`config.mk`:
```
export PLATFORM = sky130hd
export DESIGN_NAME = synth_cfg
export DESIGN_NICKNAME = d
export VERILOG_FILES = /design/src/rtl/synth_cfg_pkg.sv /design/src/rtl/pin_sync.sv /design/src/rtl/synth_cfg.sv
export SDC_FILE = /design/constraint.sdc
export NUM_CORES = 1
export LEC_CHECK = 0
export ABC_AREA = 1
export BUFFER_PORTS_ARGS = -buffer_cell sky130_fd_sc_hd__buf_2
export CORE_ASPECT_RATIO = 0.5
export CORE_UTILIZATION = 44
export DETAILED_ROUTE_END_ITERATION = 16
export PLACE_DENSITY = 0.7
export SETUP_SLACK_MARGIN = 0.05
export SLEW_MARGIN = 25
export SYNTH_ARGS = -nofsm -noshare
export SYNTH_HDL_FRONTEND = slang
export SYNTH_HIERARCHICAL = 1
export SYNTH_SLANG_ARGS = --single-unit
```
`constraint.sdc`:
```
create_clock -name CLK_I -period 3.2 [get_ports CLK_I]
set_input_delay 0.64 -clock CLK_I [delete_from_list [all_inputs] [get_ports CLK_I]]
set_output_delay 0.64 -clock CLK_I [all_outputs]
set_load 0.05 [all_outputs]
```
`src/rtl/synth_cfg_pkg.sv`:
```
// package: constants, field layout and bus map of the synthesizer configuration logic
package synth_cfg_pkg;

  // field widths
  localparam int M_W     = 9;
  localparam int N_W     = 2;
  localparam int T_W     = 3;
  localparam int SHIFT_W = T_W + N_W + M_W;

  // serial word layout, first bit shifted in ends up at the top
  localparam int SH_M_LO = 0;
  localparam int SH_N_LO = M_W;
  localparam int SH_T_LO = M_W + N_W;

  // pin bundle layout passed through the synchroniser
  localparam int PIN_XTAL  = 0;
  localparam int PIN_EXT   = 1;
  localparam int PIN_SEL   = 2;
  localparam int PIN_OE    = 3;
  localparam int PIN_N_LO  = 4;
  localparam int PIN_M_LO  = PIN_N_LO + N_W;
  localparam int PIN_PLD   = PIN_M_LO + M_W;
  localparam int PIN_SLD   = PIN_PLD + 1;
  localparam int PIN_SDAT  = PIN_SLD + 1;
  localparam int PIN_SCLK  = PIN_SDAT + 1;
  localparam int PIN_W     = PIN_SCLK + 1;

  // idle levels of open pins: serial group, external and crystal reference low, the rest high
  localparam logic [PIN_W-1:0] PIN_DEFAULT = 19'h0fffc;

  // configuration reset values, equal to what open pins would load
  localparam logic [M_W-1:0] M_RESET = 9'h1ff;
  localparam logic [N_W-1:0] N_RESET = 2'h3;
  localparam logic [T_W-1:0] T_RESET = 3'h0;

  // output divide codes
  localparam logic [N_W-1:0] DIV_BY2 = 2'h0;
  localparam logic [N_W-1:0] DIV_BY4 = 2'h1;
  localparam logic [N_W-1:0] DIV_BY8 = 2'h2;
  localparam logic [N_W-1:0] DIV_BY1 = 2'h3;

  // diagnostic output functions
  localparam logic [T_W-1:0] DIAG_LOW    = 3'h0;
  localparam logic [T_W-1:0] DIAG_REF    = 3'h1;
  localparam logic [T_W-1:0] DIAG_VCO    = 3'h2;
  localparam logic [T_W-1:0] DIAG_SYNTH  = 3'h3;
  localparam logic [T_W-1:0] DIAG_FB     = 3'h4;
  localparam logic [T_W-1:0] DIAG_GATE   = 3'h5;
  localparam logic [T_W-1:0] DIAG_SDATA  = 3'h6;

  // register map, byte addresses
  localparam logic [7:0] ADDR_CTRL   = 8'h00;
  localparam logic [7:0] ADDR_STATUS = 8'h04;
  localparam logic [7:0] ADDR_SHIFT  = 8'h08;

  // control fields
  localparam int CTRL_GATE = 0;
  localparam logic [31:0] CTRL_RESET = 32'h0000_0001;

  // status fields
  localparam int ST_M_LO = 0;
  localparam int ST_N_LO = 9;
  localparam int ST_T_LO = 11;
  localparam int ST_GATE = 14;
  localparam int ST_PATH = 15;

  // bus encodings
  localparam logic [1:0] HTRANS_NONSEQ = 2'h2;
  localparam logic       HRESP_OKAY    = 1'b0;

endpackage

```
`src/rtl/pin_sync.sv`:
```
// two-stage synchroniser for a bundle of asynchronous pins
`timescale 1ns/1ns
module pin_sync #(
  parameter int               W       = 1,
  parameter logic [W-1:0]     RST_VAL = '0
) (
  // clock and reset
  input  wire logic         clk_i,
  input  wire logic         rst_i,
  // pins in, synchronised levels out
  input  wire logic [W-1:0] din_i,
  output logic      [W-1:0] dout_o
);

  logic [W-1:0] meta;

  // first stage feeds only the second stage
  always_ff @(posedge clk_i) begin
    if (rst_i) begin
      meta   <= RST_VAL;
      dout_o <= RST_VAL;
    end else begin
      meta   <= din_i;
      dout_o <= meta;
    end
  end

endmodule

```
`src/rtl/synth_cfg.sv`:
```
// configuration logic of the programmable synthesizer with its AHB-Lite register slave
`timescale 1ns/1ns
// How it works
// - the output divider divides the oscillator rate by 2, 4, 8 or 1 for codes 00, 01, 10, 11.
// - while the serial load strobe is high the latches follow the shift register (dividers only if parallel strobe is high) and keep its value after it falls.
// - serial data is sampled into the shift register on each rising serial clock edge, valid at that edge.
// - while the parallel load strobe is low the latches follow the divider pins and keep them after it rises.
// - the nine-bit loop divider comes from its pins, bit 8 most significant, captured at the strobe rise.
// - the two-bit output divide select comes from its pins at the strobe rise and sets the divider modulus.
// - the output enable is resynchronised to the divided clock so that no runt pulse appears, low disables.
// - reference select high picks the crystal reference, low picks the external reference.
// - the diagnostic output function is set by a three-bit field loaded only by the serial path.
// - open inputs read low for the serial group, the external reference and the crystal reference, high for all others.
module synth_cfg
  import synth_cfg_pkg::*;
(
  // clock and reset
  input  wire logic                         CLK_I,
  input  wire logic                         RST_I,
  // serial configuration pins
  input  wire logic                         SER_CLOCK_I,
  input  wire logic                         SER_DATA_I,
  input  wire logic                         SER_LOAD_I,
  // parallel configuration pins
  input  wire logic                         PAR_LOAD_N_I,
  input  wire logic [synth_cfg_pkg::M_W-1:0] LOOP_DIV_I,
  input  wire logic [synth_cfg_pkg::N_W-1:0] OUT_DIV_I,
  // enable and reference pins
  input  wire logic                         OUT_ENABLE_I,
  input  wire logic                         REFERENCE_SOURCE_SELECT_I,
  input  wire logic                         EXTERNAL_REFERENCE_IN_I,
  input  wire logic                         XTAL_REF_I,
  // oscillator tick from the loop, same clock
  input  wire logic                         VCO_TICK_I,
  // synthesizer outputs
  output logic                              SYNTH_CLOCK_OUT_O,
  output logic                              REF_CLOCK_O,
  output logic                              FB_PULSE_O,
  output logic                              DIAG_O,
  output logic      [synth_cfg_pkg::M_W-1:0] LOOP_DIV_O,
  output logic      [synth_cfg_pkg::N_W-1:0] OUT_DIV_O,
  // ahb-lite slave
  input  wire logic                         HSEL_I,
  input  wire logic [31:0]                  HADDR_I,
  input  wire logic [1:0]                   HTRANS_I,
  input  wire logic                         HWRITE_I,
  input  wire logic [2:0]                   HSIZE_I,
  input  wire logic [31:0]                  HWDATA_I,
  input  wire logic                         HREADY_I,
  output logic      [31:0]                  HRDATA_O,
  output logic                              HREADYOUT_O,
  output logic                              HRESP_O
);

  // output divide ratio for a code
  function automatic logic [3:0] div_ratio(input logic [N_W-1:0] code);
    unique case (code)
      DIV_BY2: div_ratio = 4'h2;
      DIV_BY4: div_ratio = 4'h4;
      DIV_BY8: div_ratio = 4'h8;
      DIV_BY1: div_ratio = 4'h1;
    endcase
  endfunction

  // synchronised pin bundle
  logic [PIN_W-1:0] pins;
  logic [PIN_W-1:0] pin_sync_q;

  // serial path state
  logic               s_clk_d;
  logic [SHIFT_W-1:0] shift;

  // configuration latches
  logic [M_W-1:0] cfg_m;
  logic [N_W-1:0] cfg_n;
  logic [T_W-1:0] cfg_t;
  logic           last_par;

  // dividers and gate
  logic [2:0]     out_cnt;
  logic [M_W-1:0] fb_cnt;
  logic           gate_on;
  logic           synth_q;
  logic           fb_q;
  logic           ref_q;
  logic           diag_q;

  // bus state
  logic [31:0] ctrl;
  logic        wr_pend;
  logic [7:0]  wr_addr;
  logic [31:0] rdata;

  // pin bundle, open pins idle at their default levels
  assign pins[PIN_XTAL]               = XTAL_REF_I;
  assign pins[PIN_EXT]                = EXTERNAL_REFERENCE_IN_I;
  assign pins[PIN_SEL]                = REFERENCE_SOURCE_SELECT_I;
  assign pins[PIN_OE]                 = OUT_ENABLE_I;
  assign pins[PIN_N_LO +: N_W]        = OUT_DIV_I;
  assign pins[PIN_M_LO +: M_W]        = LOOP_DIV_I;
  assign pins[PIN_PLD]                = PAR_LOAD_N_I;
  assign pins[PIN_SLD]                = SER_LOAD_I;
  assign pins[PIN_SDAT]               = SER_DATA_I;
  assign pins[PIN_SCLK]               = SER_CLOCK_I;

  // two flops before any logic, reset to the open-pin levels
  pin_sync #(
    .W       (PIN_W),
    .RST_VAL (PIN_DEFAULT)
  ) u_pin_sync (
    .clk_i  (CLK_I),
    .rst_i  (RST_I),
    .din_i  (pins),
    .dout_o (pin_sync_q)
  );

  // named synchronised levels
  wire           s_clk_s  = pin_sync_q[PIN_SCLK];
  wire           s_data_s = pin_sync_q[PIN_SDAT];
  wire           s_load_s = pin_sync_q[PIN_SLD];
  wire           p_load_s = ~pin_sync_q[PIN_PLD];
  wire [M_W-1:0] m_s      = pin_sync_q[PIN_M_LO +: M_W];
  wire [N_W-1:0] n_s      = pin_sync_q[PIN_N_LO +: N_W];
  wire           oe_s     = pin_sync_q[PIN_OE];
  wire           sel_s    = pin_sync_q[PIN_SEL];
  wire           ext_s    = pin_sync_q[PIN_EXT];
  wire           xtal_s   = pin_sync_q[PIN_XTAL];

  // serial clock rising edge and shifted fields
  wire           s_rise   = s_clk_s & ~s_clk_d;
  wire [M_W-1:0] sh_m     = shift[SH_M_LO +: M_W];
  wire [N_W-1:0] sh_n     = shift[SH_N_LO +: N_W];
  wire [T_W-1:0] sh_t     = shift[SH_T_LO +: T_W];

  // shift register, new bit enters at the bottom
  always_ff @(posedge CLK_I) begin
    if (RST_I) begin
      s_clk_d <= 1'b0;
      shift   <= '0;
    end else begin
      s_clk_d <= s_clk_s;
      if (s_rise) begin
        shift <= {shift[SHIFT_W-2:0], s_data_s};
      end
    end
  end

  // latches: serial transparent while its strobe is high, parallel while low and taking the dividers over serial when both are active
  always_ff @(posedge CLK_I) begin
    if (RST_I) begin
      cfg_m    <= M_RESET;
      cfg_n    <= N_RESET;
      cfg_t    <= T_RESET;
      last_par <= 1'b0;
    end else begin
      if (s_load_s) begin
        cfg_m    <= sh_m;
        cfg_n    <= sh_n;
        cfg_t    <= sh_t;
        last_par <= 1'b0;
      end
      if (p_load_s) begin
        cfg_m    <= m_s;
        cfg_n    <= n_s;
        last_par <= 1'b1;
      end
    end
  end

  // divider terms
  wire [3:0] ratio    = div_ratio(cfg_n);
  wire [2:0] last_cnt = 3'(ratio - 4'h1);
  // a count left above a shortened ratio restarts silently, so no short period reaches the output
  wire       out_end  = out_cnt >= last_cnt;
  wire       out_wrap = VCO_TICK_I && (out_cnt == last_cnt);
  wire       fb_wrap  = VCO_TICK_I && (fb_cnt + 9'h001 >= cfg_m);
  wire       next_gate = out_wrap ? (oe_s & ctrl[CTRL_GATE]) : gate_on;

  // output divider with enable taken only at a period boundary
  always_ff @(posedge CLK_I) begin
    if (RST_I) begin
      out_cnt <= '0;
      gate_on <= 1'b0;
      synth_q <= 1'b0;
    end else begin
      if (VCO_TICK_I) begin
        out_cnt <= out_end ? 3'h0 : out_cnt + 3'h1;
      end
      gate_on <= next_gate;
      synth_q <= out_wrap & next_gate;
    end
  end

  // loop divider pulse once every cfg_m ticks, every tick when cfg_m is 0
  always_ff @(posedge CLK_I) begin
    if (RST_I) begin
      fb_cnt <= '0;
      fb_q   <= 1'b0;
    end else begin
      if (VCO_TICK_I) begin
        fb_cnt <= fb_wrap ? '0 : fb_cnt + 9'h001;
      end
      fb_q <= fb_wrap;
    end
  end

  // reference selection and diagnostic function
  wire next_ref = sel_s ? xtal_s : ext_s;
  logic next_diag;
  always_comb begin
    unique case (cfg_t)
      DIAG_LOW:   next_diag = 1'b0;
      DIAG_REF:   next_diag = ref_q;
      DIAG_VCO:   next_diag = VCO_TICK_I;
      DIAG_SYNTH: next_diag = synth_q;
      DIAG_FB:    next_diag = fb_q;
      DIAG_GATE:  next_diag = gate_on;
      DIAG_SDATA: next_diag = s_data_s;
      default:    next_diag = 1'b1;
    endcase
  end

  // registered reference and diagnostic outputs
  always_ff @(posedge CLK_I) begin
    if (RST_I) begin
      ref_q  <= 1'b0;
      diag_q <= 1'b0;
    end else begin
      ref_q  <= next_ref;
      diag_q <= next_diag;
    end
  end

  assign SYNTH_CLOCK_OUT_O = synth_q;
  assign REF_CLOCK_O       = ref_q;
  assign FB_PULSE_O        = fb_q;
  assign DIAG_O            = diag_q;
  assign LOOP_DIV_O        = cfg_m;
  assign OUT_DIV_O         = cfg_n;

  // bus decode, zero wait states and always okay
  wire       ahb_go  = HSEL_I && HREADY_I && (HTRANS_I == HTRANS_NONSEQ);
  wire [7:0] a_off   = HADDR_I[7:0];
  wire       a_hit   = (HADDR_I[31:8] == 24'h000000);
  wire [31:0] status = {16'h0000, last_par, gate_on, cfg_t, cfg_n, cfg_m};
  wire [31:0] rd_mux = !a_hit                 ? 32'h0000_0000 :
                       (a_off == ADDR_CTRL)   ? ctrl :
                       (a_off == ADDR_STATUS) ? status :
                       (a_off == ADDR_SHIFT)  ? {18'h00000, shift} : 32'h0000_0000;
  wire       ctrl_wr = wr_pend && (wr_addr == ADDR_CTRL);

  // address phase capture, read data registered for the data phase
  always_ff @(posedge CLK_I) begin
    if (RST_I) begin
      wr_pend <= 1'b0;
      wr_addr <= '0;
      rdata   <= '0;
    end else begin
      wr_pend <= ahb_go && HWRITE_I && a_hit;
      wr_addr <= a_off;
      if (ahb_go && !HWRITE_I) begin
        rdata <= rd_mux;
      end
    end
  end

  // control register write in the data phase
  always_ff @(posedge CLK_I) begin
    if (RST_I) begin
      ctrl <= CTRL_RESET;
    end else if (ctrl_wr) begin
      ctrl <= {31'h00000000, HWDATA_I[CTRL_GATE]};
    end
  end

  assign HRDATA_O    = rdata;
  assign HREADYOUT_O = 1'b1;
  assign HRESP_O     = HRESP_OKAY;
endmodule

```
## After elaboration in Yosys (flattened, before gate mapping)

Cells that the tools add are included.
W data, S select, Z words.

| storage, ports and cells | value |
|---|---|
| output and inout bits | 49 |
| flip-flop bits (word level) | 127 |
| logic and storage cells | 72 |

| cells by class | value |
|---|---|
| bitwise logic cells | 4 |
| equality and inequality tests | 14 |
| $lt $le $gt $ge | 2 |
| $add $sub $neg | 3 |
| muxes and demuxes | 16 |
| reductions and logical operators | 14 |

Operator list:

| kind | number |
|---|---|
| $mux W16 | 3 |
| $mux W9 | 3 |
| $logic_not A24 Y1 | 1 |
| $logic_not A8 Y1 | 2 |
| $mux W14 | 1 |
| $pmux W3 S4 | 1 |
| $add A9 B1 Y9 const B | 1 |
| $eq A3 B3 Y1 const B | 3 |
| $ge A9 B9 Y1 | 1 |
| $eq A8 B3 Y1 const B | 1 |
| $eq A8 B4 Y1 const B | 1 |
| $logic_and A1 B1 Y1 | 8 |
| $pmux W1 S7 | 1 |
| $eq A2 B2 Y1 const B | 3 |
| $eq A3 B2 Y1 const B | 2 |
| $mux W1 | 4 |
| $mux W2 | 2 |
| $add A3 B1 Y3 const B | 1 |
| $and A1 B1 Y1 | 3 |
| $eq A3 B1 Y1 const B | 1 |
| $eq A3 B3 Y1 | 1 |
| $ge A3 B3 Y1 | 1 |
| $logic_not A3 Y1 | 1 |
| $mux W3 | 1 |
| other kinds (6) | 6 |

## Longest topological paths before layout

Gate-level depths: netlist of the first run.

| depth | value |
|---|---|
| depth in word-level cells | 7 |
| gate-level depth with buffers | 16 |
| depth with buffers taken out | 16 |

## By module

Netlist of the first run, hierarchy kept.

By module, submodules not included:

| module | times used | area an instance (sq um) | sequential area each (sq um) | cells an instance |
|---|---|---|---|---|
| synth_cfg | 1 | 3714.8 | 1461.4 | 497 |
| pin_sync | 1 | 1077.3 | 760.7 | 118 |

## Worst setup path after synthesis of the first run

No wires, ideal clock.

| path | value |
|---|---|
| kind | register to register |
| from | reg cfg_n[0], in the netlist OUT_DIV_O[0] |
| to | reg out_cnt[1] |
| library setup time | 0.127 ns |
| arrival | 1.873 ns |
| clock period less this slack | 2.000 ns |
| path slack | 1.200 ns |
| cell stages (with the launch flop) | 8 |
| cell sequence | dfxtp_1 > inv_1 > ha_1 > ha_1 > nand2_1 > o211a_1 > o21ai_0 > nor3_1 |

| on the way | value |
|---|---|
| word-level cells in the longest chain between the ends | 5 |
| elaborated cells on any way between the ends | 8 |

Ends and longest elaborated chain:

| item | RTL line | source |
|---|---|---|
| start, declared | synth_cfg.sv:75 | `logic [N_W-1:0] cfg_n;` |
| start signal, assigned | synth_cfg.sv:158 | `cfg_n <= sh_n;` |
| start signal, assigned | synth_cfg.sv:164 | `cfg_n <= n_s;` |
| $eq A2 B2 Y1, or another cell as far along | synth_cfg.sv:57 | `unique case (code)` |
| $pmux W3 S4 * | synth_cfg.sv:57 |  |
| $sub A3 B1 Y3 * | synth_cfg.sv:172 | `wire [2:0] last_cnt = 3'(ratio - 4'h1);` |
| $ge A3 B3 Y1 * | synth_cfg.sv:174 | `wire out_end = out_cnt >= last_cnt;` |
| $mux W3 * | synth_cfg.sv:187 | `out_cnt <= out_end ? 3'h0 : out_cnt + 3'h1;` |
| end signal, assigned | synth_cfg.sv:187 |  |
| end, declared | synth_cfg.sv:80 | `logic [2:0] out_cnt;` |

Mark *: on every way between the ends. The rest lies on a longest branch, timed or not.
A chain may end at the register's enable or synchronous reset.

## Worst setup path after layout of the first run

| path | value |
|---|---|
| from | reg fb_cnt[0] |
| to | reg fb_cnt[6] |

| on the way | value |
|---|---|
| word-level cells in the longest chain between the ends | 4 |

Ends and longest elaborated chain:

| item | RTL line | source |
|---|---|---|
| start, declared | synth_cfg.sv:81 | `logic [M_W-1:0] fb_cnt;` |
| start signal, assigned | synth_cfg.sv:201 | `fb_cnt <= fb_wrap ? '0 : fb_cnt + 9'h001;` |
| $add A9 B1 Y9 * | synth_cfg.sv:176, synth_cfg.sv:201 |  |
| $ge A9 B9 Y1 | synth_cfg.sv:176 | `wire fb_wrap = VCO_TICK_I && (fb_cnt + 9'h001 >= cfg_m);` |
| $logic_and A1 B1 Y1 | synth_cfg.sv:176 |  |
| $mux W9 * | synth_cfg.sv:201 |  |

Marked as above.

==> flow_metrics.py, run 1 <==
metrics = {
    "outcome": {
        "status": "complete, no violations",
    },
    "synthesis": {
        "synthesis.area_um2": 4792,
        "synth_seq_area_share_pct": 46.37,
        "synth_cell_type_count": 36,
        "ys_ff_latch": 111,
        "synth_edf_count": 0,
        "synth_area_per_cell_um2": 7.792,
        "synth_ff_type": "dfxtp_1",
        "syn_inst": 615,
        "synth-async-reset-ratio_pct": 0,
        "ys_warn_count": 6,
    },
    "setup_path": {
        "worst_setup_path_start_kind": "flip-flop",
        "cp_top_family": "simple AND/OR/NAND/NOR gates",
        "worst_path_most_repeated_cell": "nand2_1",
        "critPathCaptureType": "flip-flop",
        "crit_buf_inv": 1,
        "cp.required_ns": 3.47,
        "worstSetupPathType": "flip-flop to flip-flop",
        "crit_chain": "ha_1 > nand2_1 > nor2_4 > nand3_1 > xor2_1 > inv_2 > ha_1 > a21oi_1 > o21a_1 > nand2_1 > nand2_1 > nand2_1 > a21oi_1",
        "crit_arrival_ns": 2.60,
        "slowest_delay_ns": 0.40,
        "rrSetupSlack_ns": 0.87,
        "crit_path_top_delay_cell": "dfxtp_1",
        "crit_fanout": 8,
    },
    "cts": {
        "cts_resized": 0,
        "post_cts_buffers": 0,
        "cts_hold_buf": 0,
        "clock_latency_ns": 0.35,
        "root_buffer": "clkbuf_16",
        "cts-htree-levels": 3,
        "cts.sinks": 111,
        "path_clk_slew_ns": 0.07,
        "tritoncts": "done",
        "numCtsBuffers": 9,
        "clockBufferDepth": 2,
    },
    "timing": {
        "worstMarginPinSlew_ns": 0.5207,
        "fmax_mhz": 429.5,
        "clock-skew-final_ns": 0.006252,
        "fin_crit_sh_pct": 72.75,
        "post-route-min-period_ns": 2.328,
        "setup_viol": 0,
        "rsz0062_at_grt": "no",
        "slew_violations": 0,
        "hold_viol": 0,
        "relSlewSlack_pct": 65.25,
        "fin_setup_tns_ns": 0,
        "setup_slack_ns": 0.8719,
    },
    "global_route": {
        "grt_pass1_wl_mm": 15.79,
        "antenna_found_initial": 0,
        "grt_overflow_total": 0,
        "grt_pass1_vias": 3378,
        "grt_max_degree": 43,
        "grt_use_total_pct": 18.12,
    },
    "routing": {
        "drt_iter0_drc": 232,
        "wl_per_cell_um": 11.71,
        "met3_length_um": 610,
        "vias_per_cell": 4.763,
        "first_pass_iters": 5,
        "ant_nets": 0,
        "dr.max_layer_used": "met4",
        "drt_wl_total_mm": 9.835,
        "vias": 4001,
        "drcViolationCount": 0,
        "route.met2.wl_mm": 4.212,
        "drt-met1-wl_mm": 4.880,
    },
    "floorplan": {
        "core_area_um2": 10410,
        "die-area_um2": 11340,
        "dieHeight_um": 75.80,
        "rows": 26,
        "die_width_um": 149.6,
        "start_util_pct": 46.03,
        "io-pin-count": 143,
    },
    "flow_run": {
        "cap_violations": 0,
    },
    "cells_and_area": {
        "num-nets-final": 805,
        "drive_gt1_share_pct": 19.14,
        "diodes": 0,
        "layout_common_cells": "dfxtp_1 (111), nand2_1 (110), buf_2 (90)",
        "syn_to_final_growth_pct": 14.86,
        "layout_commonest_cell": "dfxtp_1",
        "fin_cells": 840,
    },
    "power_and_ir_drop": {
        "p_leak_nw": 2.805,
        "power_density_nw_per_um2": 518.7,
        "peakVddDrop_mv": 0.2141,
    },
    "placed_design": {
        "post-place-ws_ns": 0.8808,
        "placed_cells": 824,
        "io_buffer_count": 90,
        "globalplace.congestion": 0.7947,
        "dp_hpwl_mm": 7.186,
    },
    "min_path": {
        "min_path_type": "flip-flop to flip-flop",
    },
}
## area by class of cell
cell class	count	area [um2]
fill	1018	4906
sequential	111	2222
multi-input combinational	383	1989
timing repair buffer	93	473.0
inverter	97	364.1
clock buffer	9	225.2
tap	140	175.2
clock inverter	7	55.05
## logic make-up after synthesis
kind of cell,after synthesis,share of synthesized area [%]
buf+inv,137,13.37
flops,111,46.37
fa+ha+maj,16,4.178
simple gates,250,23.86
xor+xnor,7,1.279
compound gates,92,10.78
other cells,2,0.1567
## tightest hold or removal path: cells and delay by family (launching register included)
kind | cells | cell delay (ns)
AND/OR/NAND/NOR | 1 | 0.03
flip-flops | 1 | 0.30
buffers and inverters | 1 | 0.04
## cell usage after synthesis (6+ instances only)
library cell | n | area share, %
nand3_1 | 42 | 4.4
ha_1 | 16 | 4.2
o21ai_0 | 26 | 2.7
a21oi_1 | 43 | 4.5
nand2_1 | 110 | 8.6
inv_1 | 88 | 6.9
nand4_1 | 12 | 1.6
buf_6 | 6 | 1.4
buf_4 | 19 | 3.0
buf_2 | 8 | 0.84
o221ai_1 | 6 | 1.1
nor2_1 | 65 | 5.1
clkbuf_1 | 7 | 0.55
inv_2 | 9 | 0.70
dfxtp_1 | 111 | 46
## flip-flops by register name (all words and copies together), names as in the netlist, 2 cells and up
name / count
u_pin_sync/dout_o: 19
u_pin_sync/meta: 19
HRDATA_O: 16
shift: 14
LOOP_DIV_O: 9
fb_cnt: 9
wr_addr: 8
cfg_t: 3
out_cnt: 3
OUT_DIV_O: 2
## path summary, 6_finish.rpt
path                            cells past startpoint                               end                           start
worst max-delay path                               13            fb_cnt[6]$_SDFFE_PP0P_          fb_cnt[0]$_SDFFE_PP0P_
worst min-delay path                                2  u_pin_sync/dout_o[16]$_SDFF_PP0_  u_pin_sync/meta[16]$_SDFF_PP0_
worst min register to register                      2  u_pin_sync/dout_o[16]$_SDFF_PP0_  u_pin_sync/meta[16]$_SDFF_PP0_
worst max register to register                     13            fb_cnt[6]$_SDFFE_PP0P_          fb_cnt[0]$_SDFFE_PP0P_
## routing by layer
metal	GRT usage, %	up-vias
met3	4.790	14
met1	24.30	1783
met4	5.215	0
met2	29.01	128
li1	-	2076
met5	0	-
## where the power goes
group          switching (W)  total [W]  internal (W)  leakage, nW
clock network       0.000514    0.00105      0.000539        0.143
registers          0.0000338    0.00147       0.00144        0.911
logic               0.000231   0.000328     0.0000963         1.75
## through the flow
| step | hold WS, ns | total power [W] | util, % | area, um2 |
|---|---|---|---|---|
| after detailed placement | 0.3939 | 0.001832 | 50.18 | 5224 |
| final | 0.3981 | 0.002855 | 52.87 | 5504 |
| after global routing | 0.4276 | 0.002985 | 52.87 | 5504 |
| after global placement | 0.3885 | 0.001825 | 50.18 | 5224 |
| after floorplan | 0.3867 | 0.001755 | - | 4852 |
| after CTS | 0.4029 | 0.002881 | 52.87 | 5504 |
No activity file was read; power rests on OpenSTA's default activity.
==> inputs of run 2 (changes only) <==
Settings changed: ABC_AREA 1 to 0, PLACE_DENSITY 0.7 to 0.73.
Clock period 3.2 ns to 1.9 ns, I/O delays scaled along.
==> run 2 against run 1 <==
Against the previous run: the flow now finishes with violations (negative setup slack); setup slack worse by 1.1 ns; global-route usage up 0.93 points; clock power up 83%; die area down 5.3%.
==> flow_metrics.py, run 2 <==
metrics = {
    "outcome": {
        "status": "complete, but fails checks",
        "violations": "negative setup slack",
    },
    "timing": {
        "clock-skew-final_ns": 0.005047,
        "setup_viol": 10,
        "post-route-min-period_ns": 2.145,
        "rsz0062_at_grt": "yes",
        "fmax_mhz": 466.3,
        "slew_violations": 0,
        "setup_slack_ns": -0.2447,
        "hold_viol": 0,
        "relSlewSlack_pct": 30.42,
        "worstMarginPinSlew_ns": 1.040,
        "fin_crit_sh_pct": 112.9,
    },
    "synthesis": {
        "synth_mux_area_share_pct": 2.236,
        "yosys.area_share.simple_pct": 22.34,
        "ys_warn_count": 6,
        "synthesis.area_um2": 4532,
        "synth_top_family_by_area": "simple AND/OR/NAND/NOR gates",
        "synth_ff_type": "dfxtp_1",
        "synth_xor_area_share_pct": 1.739,
        "synth_area_leaders": "dfxtp_1 (49%), a22o_1 (5.2%), nand2_1 (5.2%)",
        "synthAdderAreaFrac_pct": 4.417,
        "synth-async-reset-ratio_pct": 0,
        "synthTopCellsByCount": "dfxtp_1 (111), nand2_1 (63), a21oi_1 (28), a22o_1 (27), nor2b_1 (23)",
        "synth_compound_area_share_pct": 13.09,
        "synth_edf_count": 0,
        "synth_cell_type_count": 41,
        "syn_inst": 482,
        "synth_top_area_share_pct": 49.03,
        "yosys.area.top_type": "dfxtp_1",
        "synth_seq_area_share_pct": 49.03,
        "synth_area_per_cell_um2": 9.402,
        "post-synth-top-count-cell": "dfxtp_1",
        "ys_ff_latch": 111,
    },
    "global_route": {
        "grt_pass1_wl_mm": 15.62,
        "grt_max_degree": 48,
        "antenna_found_initial": 0,
        "grt_pass1_vias": 3136,
        "grt_use_total_pct": 19.06,
        "grt_overflow_total": 0,
    },
    "cts": {
        "numCtsBuffers": 9,
        "clockBufferDepth": 2,
        "path_clk_slew_ns": 0.07,
        "root_buffer": "clkbuf_16",
        "tritoncts": "done",
        "cts.sinks": 111,
        "clock_latency_ns": 0.35,
        "cts-htree-levels": 3,
    },
    "setup_path": {
        "cp.required_ns": 2.17,
        "startpoint": "fb_cnt[2]$_SDFFE_PP0P_",
        "critPathCaptureType": "flip-flop",
        "worst_setup_path_start_kind": "flip-flop",
        "crit_arrival_ns": 2.41,
        "r2r_cells": 10,
        "worstSetupPathType": "flip-flop to flip-flop",
        "crit_fanout": 7,
        "rrSetupSlack_ns": -0.24,
        "timing.rr.start": "fb_cnt[2]$_SDFFE_PP0P_",
        "reg2reg_to": "fb_cnt[4]$_SDFFE_PP0P_",
    },
    "min_path": {
        "hold_end": "u_pin_sync/meta[13]$_SDFF_PP1_",
        "holdPathStages": 2,
        "min_path_type": "primary input to flip-flop",
        "min_from": "LOOP_DIV_I[7]",
    },
    "floorplan": {
        "die-area_um2": 10730,
        "die_width_um": 145.5,
        "rows": 25,
        "core_area_um2": 9728,
        "io-pin-count": 143,
        "dieHeight_um": 73.76,
        "start_util_pct": 46.59,
    },
    "placed_design": {
        "dp_hpwl_mm": 7.140,
        "place_area_um2": 5169,
        "globalplace.congestion": 0.8223,
        "io_buffer_count": 90,
    },
    "routing": {
        "ant_nets": 0,
        "first_pass_iters": 5,
        "vias_per_cell": 4.917,
        "drt_iter0_drc": 262,
        "drcViolationCount": 0,
        "wl_per_cell_um": 13.56,
        "drt_wl_total_mm": 9.787,
        "vias": 3550,
    },
    "power_and_ir_drop": {
        "p_leak_nw": 2.396,
        "peakVddDrop_mv": 0.5822,
        "power_density_nw_per_um2": 873.3,
    },
    "cells_and_area": {
        "final_util_pct": 57.26,
        "num-nets-final": 692,
        "drive_gt1_share_pct": 29.13,
        "layout_common_cells": "dfxtp_1 (104), buf_2 (90), nand2_1 (63)",
        "syn_to_final_growth_pct": 22.92,
        "diodes": 0,
        "finalInstanceArea_um2": 5570,
        "layout_commonest_cell": "dfxtp_1",
    },
    "flow_run": {
        "cap_violations": 0,
    },
}
## run 2: cell types whose count changed after synthesis, moves of 12 or more
cell,previous run,this run
inv_1,88,14
a22o_1,0,27
nand3_1,42,12
nor2_1,65,22
o21ai_0,26,14
or2_1,0,20
nor2b_1,0,23
a21oi_1,43,28
nand2_1,110,63
## run 2: worst max path at each step
stage	endpoint	slack (ns)	depth (start not counted)
after floorplan	fb_cnt[3]$_SDFFE_PP0P_	-0.18	11
after global placement	fb_cnt[4]$_SDFFE_PP0P_	-0.20	10
after detailed placement	fb_cnt[4]$_SDFFE_PP0P_	-0.24	10
after CTS	fb_cnt[4]$_SDFFE_PP0P_	-0.22	10
after global routing	fb_cnt[4]$_SDFFE_PP0P_	-0.44	10
final	fb_cnt[4]$_SDFFE_PP0P_	-0.24	10
## run 2: critical path, cell delays in order (launching register included)
cell	delay (ns)
dfxtp_2	0.33
and4_4	0.23
nand4_1	0.16
xnor2_2	0.19
ha_1	0.30
nand4_1	0.11
nor2_1	0.06
a211oi_2	0.22
buf_4	0.20
nand3_1	0.08
a31oi_1	0.17
## run 2: layout make-up
| class | count | area (um2) |
|---|---|---|
| multi-input cells | 330 | 2148 |
| fillers | 869 | 4158 |
| repair buffers | 116 | 661.9 |
| well taps | 135 | 168.9 |
| clock buffers | 9 | 225.2 |
| clock inverters | 7 | 80.08 |
| flip-flops and latches | 111 | 2233 |
| inverters | 14 | 52.55 |
## run 2: kinds of logic after synthesis
| family | count (synthesis) |
|---|---|
| fa+ha+maj | 16 |
| buf+inv | 57 |
| compound gates | 88 |
| other cells | 2 |
| xor+xnor | 9 |
| simple gates | 189 |
| mux | 10 |
| flops | 111 |
## run 2: per-layer routing
| layer | share of wire, % | track usage [%] |
|---|---|---|
| met3 | 7.2 | 5.466 |
| met2 | 41 | 28.58 |
| met1 | 51 | 26.46 |
| met4 | 0.78 | 5.965 |
| met5 | 0 | 0 |
## run 2: stage by stage
stage,hold WS [ns],cells,setup slack [ns],TNS (ns),total power [W]
after global routing,0.1867,722,-0.4407,-3.534,0.005067
after CTS,0.1928,721,-0.2231,-1.531,0.004885
after floorplan,0.3832,498,-0.1839,-1.520,0.002856
final,0.2045,722,-0.2447,-1.846,0.004864
after detailed placement,0.3906,704,-0.2377,-1.625,0.002984
after global placement,0.3884,704,-0.2020,-1.417,0.002974
## run 2: repair_timing
item | in CTS | in global routing
cloned | 0 | 0
endpoints found under the setup margin | 11 | 13
buffers inserted | 1 | 1
gates resized for setup | 4 | 13
hold buffers | 0 | 0
pin swaps | 7 | 5
## run 2: power by group
group	switching [W]	internal, W
clock	0.000884	0.00104
sequential	0.0000465	0.00240
combinational	0.000319	0.000179
